==> src/rtl/fthrb_defs.svh <==
`ifndef FTHRB_DEFS_SVH
`define FTHRB_DEFS_SVH

// ----------------------------------------------------------------
// Register offsets
// ----------------------------------------------------------------
`define FTHRB_OFS_MIN_DUTY1     8'h64
`define FTHRB_OFS_MIN_DUTY2     8'h65
`define FTHRB_OFS_MIN_DUTY3     8'h66
`define FTHRB_OFS_START_R1      8'h67
`define FTHRB_OFS_START_LOC     8'h68
`define FTHRB_OFS_START_R2      8'h69
`define FTHRB_OFS_CRIT_R1       8'h6A
`define FTHRB_OFS_CRIT_LOC      8'h6B
`define FTHRB_OFS_CRIT_R2       8'h6C
`define FTHRB_OFS_HYST_R1_LOC   8'h6D
`define FTHRB_OFS_HYST_R2       8'h6E
`define FTHRB_OFS_TREE_TEST     8'h6F
`define FTHRB_OFS_OFFSET_R1     8'h70
`define FTHRB_OFS_OFFSET_LOC    8'h71
// Event registers
`define FTHRB_OFS_EVT_STATUS    8'hF0
`define FTHRB_OFS_EVT_CLEAR     8'hF1
`define FTHRB_OFS_EVT_ENABLE    8'hF2

// ----------------------------------------------------------------
// Reset values
// ----------------------------------------------------------------
`define FTHRB_RST_MIN_DUTY      8'h80
`define FTHRB_RST_START         8'h5A
`define FTHRB_RST_CRIT          8'h64
`define FTHRB_RST_HYST_R1_LOC   8'h44
`define FTHRB_RST_HYST_R2       8'h40
`define FTHRB_RST_ZERO          8'h00

// ----------------------------------------------------------------
// Field positions and special values
// ----------------------------------------------------------------
`define FTHRB_TREE_TEST_BIT     0
`define FTHRB_CRIT_DISABLED     8'h80
`define FTHRB_DUTY_FULL         8'hFF
`define FTHRB_EVT_CRIT_LSB      0
`define FTHRB_EVT_START_LSB     3
`define FTHRB_EVT_LOCK_DROP     6
`define FTHRB_EVT_AUTO_DROP     7

`endif

==> src/rtl/fthrb_pkg.sv <==
package fthrb_pkg;

  // Register bus request
  typedef struct packed
  {
    logic [7:0] addr;
    logic [7:0] wdata;
    logic       wr;
    logic       rd;
  } fthrb_bus_req_t;

  // Fan run state of one channel
  typedef enum logic {FTHRB_FAN_IDLE, FTHRB_FAN_RUN} fthrb_fan_st_t;

  // Critical override state of one channel
  typedef enum logic {FTHRB_CRIT_OFF, FTHRB_CRIT_ON} fthrb_crit_st_t;

endpackage

==> src/rtl/fthrb_top.sv <==
// Added by the designer: the strobed register port.
`include "fthrb_defs.svh"

module fthrb_top
  import fthrb_pkg::*;
#(
  parameter int NCH = 3
)
(
  // Clock and reset
  input  wire logic                  clk_sys,
  input  wire logic                  rst_n,
  // Register port
  input  wire fthrb_bus_req_t        bus_req,
  output logic [7:0]                 bus_rdata,
  // Core configuration and readings
  input  wire logic                  cfg_lock,
  input  wire logic                  auto_fan_loop,
  input  wire logic                  overtemp_pin_is_out,
  input  wire logic [NCH-1:0][9:0]   temp_raw,
  input  wire logic [NCH-1:0][3:0]   temp_span,
  // Fan drive and status
  output logic [NCH-1:0][7:0]        duty_out,
  output logic                       force_full,
  output logic [NCH-1:0]             fan_active,
  output logic                       tree_test_enable,
  // Overtemp open-drain pin
  output logic                       overtemp_pin_o,
  output logic                       overtemp_pin_oe_n,
  // Interrupt
  output logic                       irq
);

  // ----------------------------------------------------------------
  // Helper functions
  // ----------------------------------------------------------------

  // Add half-degree signed offset to quarter-degree reading, clamp
  function automatic logic [9:0] fthrb_apply_offset(input logic [9:0] raw, input logic [7:0] ofs);
    logic signed [11:0] sum;
    sum = $signed({2'b00, raw}) + $signed({{3{ofs[7]}}, ofs, 1'b0});
    if (sum < 0)
    begin
      return 10'h000;
    end
    if (sum > 12'sh3FF)
    begin
      return 10'h3FF;
    end
    return sum[9:0];
  endfunction

  // Level in quarter degrees minus hysteresis, may go negative
  function automatic logic signed [10:0] fthrb_lower(input logic [7:0] lvl, input logic [3:0] hy);
    return $signed({1'b0, lvl, 2'b00}) - $signed({5'b0_0000, hy, 2'b00});
  endfunction

  // Register write decode
  function automatic logic fthrb_hit(input logic [7:0] ofs);
    return bus_req.wr && (bus_req.addr == ofs);
  endfunction

  // ----------------------------------------------------------------
  // Register storage
  // ----------------------------------------------------------------
  logic [NCH-1:0][7:0] min_duty_r;
  logic [NCH-1:0][7:0] start_r;
  logic [NCH-1:0][7:0] crit_r;
  logic [7:0]          hyst_r1_loc_r;
  logic [7:0]          hyst_r2_r;
  logic                test_bit_r;
  logic [7:0]          ofs_r1_r;
  logic [7:0]          ofs_loc_r;
  logic [7:0]          evt_status_r;
  logic [7:0]          evt_enable_r;
  logic [7:0]          rdata_r;
  fthrb_fan_st_t       fan_st_r  [NCH];
  fthrb_fan_st_t       fan_st_nxt[NCH];
  fthrb_crit_st_t      crit_st_r [NCH];
  fthrb_crit_st_t      crit_st_nxt[NCH];
  logic [NCH-1:0][7:0] duty_r;
  logic [NCH-1:0][7:0] duty_nxt;
  logic                force_r;
  logic                pin_oe_n_r;
  logic                irq_r;

  // ----------------------------------------------------------------
  // Write qualification
  // ----------------------------------------------------------------
  // Locked range covers start temperatures through local offset
  wire lock_range = (bus_req.addr >= `FTHRB_OFS_START_R1) && (bus_req.addr <= `FTHRB_OFS_OFFSET_LOC);
  wire min_range  = (bus_req.addr >= `FTHRB_OFS_MIN_DUTY1) && (bus_req.addr <= `FTHRB_OFS_MIN_DUTY3);
  wire wr_min_ok  = bus_req.wr && min_range && !auto_fan_loop;
  wire wr_lck_ok  = !cfg_lock;
  wire drop_lock  = bus_req.wr && lock_range && cfg_lock;
  wire drop_auto  = bus_req.wr && min_range && auto_fan_loop;
  wire [1:0] min_idx = 2'(bus_req.addr - `FTHRB_OFS_MIN_DUTY1);

  // ----------------------------------------------------------------
  // Channel fields and corrected temperatures
  // ----------------------------------------------------------------
  wire [NCH-1:0][3:0] hyst_f;
  wire [NCH-1:0][9:0] temp_corr;

  // Remote 1 upper nibble, local lower nibble, remote 2 upper nibble
  assign hyst_f[0] = hyst_r1_loc_r[7:4];
  assign hyst_f[1] = hyst_r1_loc_r[3:0];
  assign hyst_f[2] = hyst_r2_r[7:4];

  // Remote 2 arrives already corrected by the core
  assign temp_corr[0] = fthrb_apply_offset(temp_raw[0], ofs_r1_r);
  assign temp_corr[1] = fthrb_apply_offset(temp_raw[1], ofs_loc_r);
  assign temp_corr[2] = temp_raw[2];

  // ----------------------------------------------------------------
  // Per-channel compares
  // ----------------------------------------------------------------
  wire [NCH-1:0] above_start;
  wire [NCH-1:0] below_start_low;
  wire [NCH-1:0] above_crit;
  wire [NCH-1:0] below_crit_low;
  wire [NCH-1:0] crit_off;
  wire [NCH-1:0] pin_trip;
  wire [NCH-1:0][7:0] ch_duty;

  for (genvar c = 0; c < NCH; c++)
  begin : g_ch
    wire signed [10:0] t_s     = $signed({1'b0, temp_corr[c]});
    wire [9:0]         start_q = {start_r[c], 2'b00};
    wire [9:0]         excess  = (temp_corr[c] > start_q) ? temp_corr[c] - start_q : 10'h000;
    wire [11:0]        inc     = excess[9:2] * temp_span[c];
    wire [12:0]        dsum    = 13'(min_duty_r[c]) + 13'(inc);

    // Comparisons use offset-corrected values
    assign above_start[c]     = temp_corr[c] > start_q;
    assign below_start_low[c] = t_s <= fthrb_lower(start_r[c], hyst_f[c]);
    assign crit_off[c]        = crit_r[c] == `FTHRB_CRIT_DISABLED;
    assign above_crit[c]      = temp_corr[c] > {crit_r[c], 2'b00};
    assign below_crit_low[c]  = t_s < fthrb_lower(crit_r[c], hyst_f[c]);
    // More than one quarter-degree step past the limit trips the pin
    assign pin_trip[c]        = !crit_off[c] && (temp_corr[c] > 10'({crit_r[c], 2'b00} + 10'h001));
    // Min duty plus span-scaled excess, saturating at full
    assign ch_duty[c]         = (dsum > 13'h00FF) ? `FTHRB_DUTY_FULL : dsum[7:0];
  end

  // ----------------------------------------------------------------
  // Channel state machines
  // ----------------------------------------------------------------
  always_comb
  begin
    for (int c = 0; c < NCH; c++)
    begin
      fan_st_nxt[c]  = fan_st_r[c];
      crit_st_nxt[c] = crit_st_r[c];
      unique case (fan_st_r[c])
        FTHRB_FAN_IDLE:
        begin
          if (above_start[c])
          begin
            fan_st_nxt[c] = FTHRB_FAN_RUN;
          end
        end
        FTHRB_FAN_RUN:
        begin
          if (below_start_low[c])
          begin
            fan_st_nxt[c] = FTHRB_FAN_IDLE;
          end
        end
      endcase
      // A disabled limit drops any override in flight
      unique case (crit_st_r[c])
        FTHRB_CRIT_OFF:
        begin
          if (above_crit[c] && !crit_off[c])
          begin
            crit_st_nxt[c] = FTHRB_CRIT_ON;
          end
        end
        FTHRB_CRIT_ON:
        begin
          if (crit_off[c] || below_crit_low[c])
          begin
            crit_st_nxt[c] = FTHRB_CRIT_OFF;
          end
        end
      endcase
    end
  end

  // Override forces every duty output, whatever channel tripped
  wire force_nxt = (crit_st_nxt[0] == FTHRB_CRIT_ON) || (crit_st_nxt[1] == FTHRB_CRIT_ON)
                   || (crit_st_nxt[2] == FTHRB_CRIT_ON);

  // Duty from next state so outputs and state agree in one cycle
  always_comb
  begin
    for (int c = 0; c < NCH; c++)
    begin
      if (force_nxt)
      begin
        duty_nxt[c] = `FTHRB_DUTY_FULL;
      end
      else if (auto_fan_loop && fan_st_nxt[c] == FTHRB_FAN_RUN)
      begin
        duty_nxt[c] = ch_duty[c];
      end
      else
      begin
        duty_nxt[c] = 8'h00;
      end
    end
  end

  // ----------------------------------------------------------------
  // Events and interrupt
  // ----------------------------------------------------------------
  wire [2:0] evt_crit;
  wire [2:0] evt_start;
  for (genvar c = 0; c < NCH; c++)
  begin : g_evt
    assign evt_crit[c]  = crit_st_r[c] == FTHRB_CRIT_OFF && crit_st_nxt[c] == FTHRB_CRIT_ON;
    assign evt_start[c] = fan_st_r[c] == FTHRB_FAN_IDLE && fan_st_nxt[c] == FTHRB_FAN_RUN;
  end
  wire [7:0] evt_set = {drop_auto, drop_lock, evt_start, evt_crit};
  wire [7:0] evt_clr = fthrb_hit(`FTHRB_OFS_EVT_CLEAR) ? bus_req.wdata : 8'h00;
  // Set beats clear so no event is lost in the clearing cycle
  wire [7:0] evt_nxt = (evt_status_r & ~evt_clr) | evt_set;

  // ----------------------------------------------------------------
  // Read mux
  // ----------------------------------------------------------------
  logic [7:0] rd_mux;
  always_comb
  begin
    unique case (bus_req.addr)
      `FTHRB_OFS_MIN_DUTY1:   rd_mux = min_duty_r[0];
      `FTHRB_OFS_MIN_DUTY2:   rd_mux = min_duty_r[1];
      `FTHRB_OFS_MIN_DUTY3:   rd_mux = min_duty_r[2];
      `FTHRB_OFS_START_R1:    rd_mux = start_r[0];
      `FTHRB_OFS_START_LOC:   rd_mux = start_r[1];
      `FTHRB_OFS_START_R2:    rd_mux = start_r[2];
      `FTHRB_OFS_CRIT_R1:     rd_mux = crit_r[0];
      `FTHRB_OFS_CRIT_LOC:    rd_mux = crit_r[1];
      `FTHRB_OFS_CRIT_R2:     rd_mux = crit_r[2];
      `FTHRB_OFS_HYST_R1_LOC: rd_mux = hyst_r1_loc_r;
      `FTHRB_OFS_HYST_R2:     rd_mux = hyst_r2_r;
      `FTHRB_OFS_TREE_TEST:   rd_mux = {7'h00, test_bit_r};
      `FTHRB_OFS_OFFSET_R1:   rd_mux = ofs_r1_r;
      `FTHRB_OFS_OFFSET_LOC:  rd_mux = ofs_loc_r;
      `FTHRB_OFS_EVT_STATUS:  rd_mux = evt_status_r;
      `FTHRB_OFS_EVT_ENABLE:  rd_mux = evt_enable_r;
      default:                rd_mux = 8'h00;
    endcase
  end

  // ----------------------------------------------------------------
  // Configuration registers
  // ----------------------------------------------------------------
  // Minimum duty, frozen while automatic control runs
  always_ff @(posedge clk_sys or negedge rst_n)
  begin
    if (!rst_n)
    begin
      min_duty_r <= {NCH{`FTHRB_RST_MIN_DUTY}};
    end
    else if (wr_min_ok && min_idx < 2'(NCH))
    begin
      min_duty_r[min_idx] <= bus_req.wdata;
    end
  end

  // Lock-protected bank
  always_ff @(posedge clk_sys or negedge rst_n)
  begin
    if (!rst_n)
    begin
      start_r       <= {NCH{`FTHRB_RST_START}};
      crit_r        <= {NCH{`FTHRB_RST_CRIT}};
      hyst_r1_loc_r <= `FTHRB_RST_HYST_R1_LOC;
      hyst_r2_r     <= `FTHRB_RST_HYST_R2;
      test_bit_r    <= 1'b0;
      ofs_r1_r      <= `FTHRB_RST_ZERO;
      ofs_loc_r     <= `FTHRB_RST_ZERO;
    end
    else if (wr_lck_ok)
    begin
      if (fthrb_hit(`FTHRB_OFS_START_R1))    start_r[0]    <= bus_req.wdata;
      if (fthrb_hit(`FTHRB_OFS_START_LOC))   start_r[1]    <= bus_req.wdata;
      if (fthrb_hit(`FTHRB_OFS_START_R2))    start_r[2]    <= bus_req.wdata;
      if (fthrb_hit(`FTHRB_OFS_CRIT_R1))     crit_r[0]     <= bus_req.wdata;
      if (fthrb_hit(`FTHRB_OFS_CRIT_LOC))    crit_r[1]     <= bus_req.wdata;
      if (fthrb_hit(`FTHRB_OFS_CRIT_R2))     crit_r[2]     <= bus_req.wdata;
      if (fthrb_hit(`FTHRB_OFS_HYST_R1_LOC)) hyst_r1_loc_r <= bus_req.wdata;
      if (fthrb_hit(`FTHRB_OFS_HYST_R2))     hyst_r2_r     <= bus_req.wdata;
      // Only the enable bit is stored; upper bits read zero
      if (fthrb_hit(`FTHRB_OFS_TREE_TEST))   test_bit_r    <= bus_req.wdata[`FTHRB_TREE_TEST_BIT];
      if (fthrb_hit(`FTHRB_OFS_OFFSET_R1))   ofs_r1_r      <= bus_req.wdata;
      if (fthrb_hit(`FTHRB_OFS_OFFSET_LOC))  ofs_loc_r     <= bus_req.wdata;
    end
  end

  // ----------------------------------------------------------------
  // State, outputs and event registers
  // ----------------------------------------------------------------
  always_ff @(posedge clk_sys or negedge rst_n)
  begin
    if (!rst_n)
    begin
      for (int c = 0; c < NCH; c++)
      begin
        fan_st_r[c]  <= FTHRB_FAN_IDLE;
        crit_st_r[c] <= FTHRB_CRIT_OFF;
      end
      duty_r       <= '0;
      force_r      <= 1'b0;
      pin_oe_n_r   <= 1'b1;
      evt_status_r <= 8'h00;
      evt_enable_r <= 8'h00;
      irq_r        <= 1'b0;
      rdata_r      <= 8'h00;
    end
    else
    begin
      fan_st_r     <= fan_st_nxt;
      crit_st_r    <= crit_st_nxt;
      duty_r       <= duty_nxt;
      force_r      <= force_nxt;
      pin_oe_n_r   <= !(overtemp_pin_is_out && (|pin_trip));
      evt_status_r <= evt_nxt;
      if (fthrb_hit(`FTHRB_OFS_EVT_ENABLE))
      begin
        evt_enable_r <= bus_req.wdata;
      end
      irq_r        <= |(evt_nxt & evt_enable_r);
      // Read data stands only in the cycle after the strobe
      rdata_r      <= bus_req.rd ? rd_mux : 8'h00;
    end
  end

  // Outputs straight from flops; pin is pull-down only
  assign bus_rdata         = rdata_r;
  assign duty_out          = duty_r;
  assign force_full        = force_r;
  assign tree_test_enable  = test_bit_r;
  assign overtemp_pin_o    = 1'b0;
  assign overtemp_pin_oe_n = pin_oe_n_r;
  assign irq               = irq_r;
  for (genvar c = 0; c < NCH; c++)
  begin : g_act
    assign fan_active[c] = fan_st_r[c] == FTHRB_FAN_RUN;
  end
endmodule

==> config.mk <==
export PLATFORM = sky130hd
export DESIGN_NAME = fthrb_top
export DESIGN_NICKNAME = d
export VERILOG_FILES = /design/src/rtl/fthrb_pkg.sv /design/src/rtl/fthrb_top.sv
export VERILOG_INCLUDE_DIRS = /design/src /design/src/rtl
export SDC_FILE = /design/constraint.sdc
export NUM_CORES = 1
export LEC_CHECK = 0
export ABC_AREA = 1
export ABC_CLOCK_PERIOD_IN_PS = 12690
export CAP_MARGIN = 20
export CORE_ASPECT_RATIO = 0.8
export CORE_MARGIN = 4
export CORE_UTILIZATION = 45
export CTS_CLUSTER_DIAMETER = 100
export DETAILED_ROUTE_END_ITERATION = 10
export DONT_BUFFER_PORTS = 1
export GPL_ROUTABILITY_DRIVEN = 0
export GPL_TIMING_DRIVEN = 0
export PLACE_DENSITY_LB_ADDON = 0.05
export SLEW_MARGIN = 10
export SYNTH_ARGS = -nofsm -noshare
export SYNTH_HDL_FRONTEND = slang
export SYNTH_SLANG_ARGS = --single-unit
==> constraint.sdc <==
create_clock -name clk_sys -period 12.69 [get_ports clk_sys]
set_clock_uncertainty 0.2 [all_clocks]
set_input_delay 2.538 -clock clk_sys [delete_from_list [all_inputs] [get_ports clk_sys]]
set_output_delay 2.538 -clock clk_sys [all_outputs]
set_load 0.005 [all_outputs]
==> results by group <==
Status
  – Status: finished, final reports clean

Placed design
  – Place WS: 2300 ps
  – Hpwl dp: 39100 um
  – Port Buffers: 0

Drt
  – Pre-antenna DRT Iters: 5
  – M1 WL: 23300 um
  – Total number of vias: 13902
  – WL/cell: 18.7 um
  – Final ANT Viol Nets: 0
  – Vias per inst: 5.43
  – Metal2 WL: 20700 um
  – WL met3: 2600 um
  – Remaining routing DRC violations: 0
  – Overall routed net length: 47900 um
  – Initial DRC count: 1040
  – Top Metal Used: met4

GRT
  – Global-route wire length before repair: 77200 um
  – Grt ovf: 0
  – Number of antenna violations at the first check in global routing: 0
  – Largest net degree at the start of global routing: 163
  – GRT Util Overall: 25.8%
  – Vias in the first global route: 13756

Worst setup path
  – Largest stage delay on the critical path: 830 ps
  – Worst setup EP type: flop
  – Worst endpoint data arrival time: 10120 ps
  – Worst-path fanout max: 8
  – WP data required: 12810 ps
  – CP Launch Type: input pin
  – Crit path top cell by count: inv_1
  – Kind of critical path: input pin to flop
  – Critical path's slowest cell: a21oi_1

Cells and area
  – Final-layout fill cell count: 3605
  – Most frequent cells in the layout: 428 x nand2_1, 337 x inv_1, 205 x ha_1, 176 x nor2_1, 155 x o21ai_0
  – Ant diodes: 0
  – Layout Nets: 2411
  – Share of cells above drive strength 1: 6.33%
  – Area growth, synth to finish: 7.13%
  – Most common cell after layout, fill and taps aside: nand2_1

Synth
  – Synthesized cell area: 0.0158 mm2
  – Ys Warns: 0
  – EDFF count, synth: 0
  – Primary FF master, synth: dfrtp_1
  – Area contributors post-synth: dfrtp_1 21%, ha_1 16%, nand2_1 10%
  – Mapped Cells: 2054
  – Mean Syn Cell Area: 7.69 um2
  – Top cell type's share of synthesized area: 21.2%
  – Ys async rst share: 100%
  – Synth Register Bits: 162
  – Top cell type by total area after synthesis: dfrtp_1
  – Syn Nets: 2392
  – Register area share after synthesis: 25.9%
  – Synth unique cells: 62

Die
  – CORE AREA: 0.0347 mm2
  – Die H: 176 um
  – Die boundary width: 217 um
  – Die area: 0.0382 mm2
  – Initial core utilization: 45.6%
  – # rows: 61
  – I/O pins: 105

STA
  – Tcrit/Tclk final: 78.8%
  – Final setup viols: 0
  – Hold Fails Final Rpt: 0
  – Fin. max-slew vios: 0
  – Clock period minus worst slack: 10000 ps
  – F_max: 100 MHz
  – TNS Setup: 0 ps
  – Rel. slew slack: 24.5%
  – Worst setup margin: 2690 ps
  – RSZ-0062 raised after global routing: false
  – Slew @ Worst Pin: 1120 ps

Power
  – P per Cell Area: 111 mW/mm2
  – Total power: 1870 uW
  – Leak: 0.00809 uW
  – Worst vdd ir: 0.0784 mV

Clocking
  – Root buffer cell: clkbuf_16
  – Setup Fix Bufs, Post-CTS: 0
  – Hold-fix buffers, CTS: 0
  – Sink Count: 162
  – Reg clk slew, reported paths: 70 ps
  – CTS buffer count: 17
  – CTS tree: built
  – Clock Latency Late Sink: 460 ps
  – H-tree depth: 4
  – # resized after CTS: 0
  – Max clock buf depth: 2

Worst hold path
  – Hold crit path type: flop to flop

Run
  – Max-capacitance violation count: 0
[area by class of cell]
type	instances	area (um2)	share of cell area [%]
Buffer	29	140	0.829
Clock buffer	22	454	2.69
Clock inverter	10	80.1	0.474
Inverter	346	1300	7.68
Multi-Input combinational cell	1517	10300	60.7
Sequential cell	162	4090	24.2
Tap cell	472	591	3.49
[where the power goes]
group / internal, uW / total, uW / switching [uW]
combinational: 291 / 755 / 464
clock: 257 / 491 / 234
sequential: 575 / 627 / 51.5
total: 1120 / 1870 / 749
[synthesized netlist by cell type (3+ instances only)]
master,number
a21oi_1,82
nor2_1,176
a211oi_1,13
xnor2_1,23
o21a_1,3
fa_1,68
xor2_1,43
a211o_1,3
nor2_2,3
inv_2,9
nand4_2,4
a221oi_1,21
nand2_1,428
o311ai_0,3
o31ai_1,5
or2_2,6
or2_1,4
and2_1,6
nor4_1,10
or2_4,4
inv_1,337
a22o_1,8
nand4_1,37
nand3_1,74
o22ai_1,12
o21bai_1,6
o211ai_1,3
ha_1,205
a31oi_1,6
nand2_4,7
clkbuf_1,23
dfrtp_1,134
nor3_2,3
dfstp_2,28
a21o_1,5
nand2_2,28
buf_1,3
nor3_1,27
o21ai_0,155
o2111ai_1,8
nand3_2,4
[stage by stage]
step	hold WS, ps	cell area (um2)	utilization, %	instances
floorplan	253	15800	-	2054
global placement	267	16400	47.3	2526
detailed placement	274	16400	47.3	2526
CTS	291	16900	48.8	2558
global route	314	16900	48.8	2558
finish	288	16900	48.8	2558
[final timing paths]
check	cells past startpoint	from	endpoint	slack, ps
min in group asynchronous	0	rst_n	duty_out[23]$_DFF_PN0_	1600
worst min register to register	2	min_duty_r[18]$_DFFE_PN0P_	min_duty_r[18]$_DFFE_PN0P_	290
max in group asynchronous	0	rst_n	overtemp_pin_oe_n$_DFF_PN1_	10280
worst min-delay path	2	min_duty_r[18]$_DFFE_PN0P_	min_duty_r[18]$_DFFE_PN0P_	290
worst max register to register	34	ofs_r1_r[0]$_DFFE_PN0P_	duty_out[7]$_DFF_PN0_	4340
worst max-delay path	34	temp_raw[1]	duty_out[7]$_DFF_PN0_	2690
[logic make-up after synthesis]
| logic type | share of synthesized area (%) |
|---|---|
| buffers and inverters | 9.11 |
| muxes | 0.0634 |
| adders and majority gates | 24.9 |
| other | 0.0238 |
| xor gates and xnor gates | 3.66 |
| AOI/OAI and AO/OA | 13.2 |
| DFF | 25.9 |
| and+or+nand+nor | 23.2 |
[metal layers]
layer	up-vias	GRT usage [%]
li1	6805	-
met1	6633	38.1
met2	400	39.7
met3	64	3.80
met4	0	7.28
met5	-	0
[worst max-delay path, delay by kind of cell]
| family | cells | cell delay [ps] |
|---|---|---|
| AOI/OAI and AO/OA | 5 | 1620 |
| adders and majority gates | 7 | 2930 |
| buffers and inverters | 5 | 490 |
| and+or+nand+nor | 17 | 2520 |
[state kept, by name (all words and copies together), names as in the netlist, 3 cells and up]
name,cells
g_ch.start_q,24
evt_enable_r,8
crit_st_r,3
hyst_r2_r,8
fan_active,3
ofs_r1_r,8
evt_status_r,8
crit_r,24
duty_out,24
bus_rdata,8
hyst_r1_loc_r,8
min_duty_r,24
ofs_loc_r,8
Power figures use the tool's default switching activity.
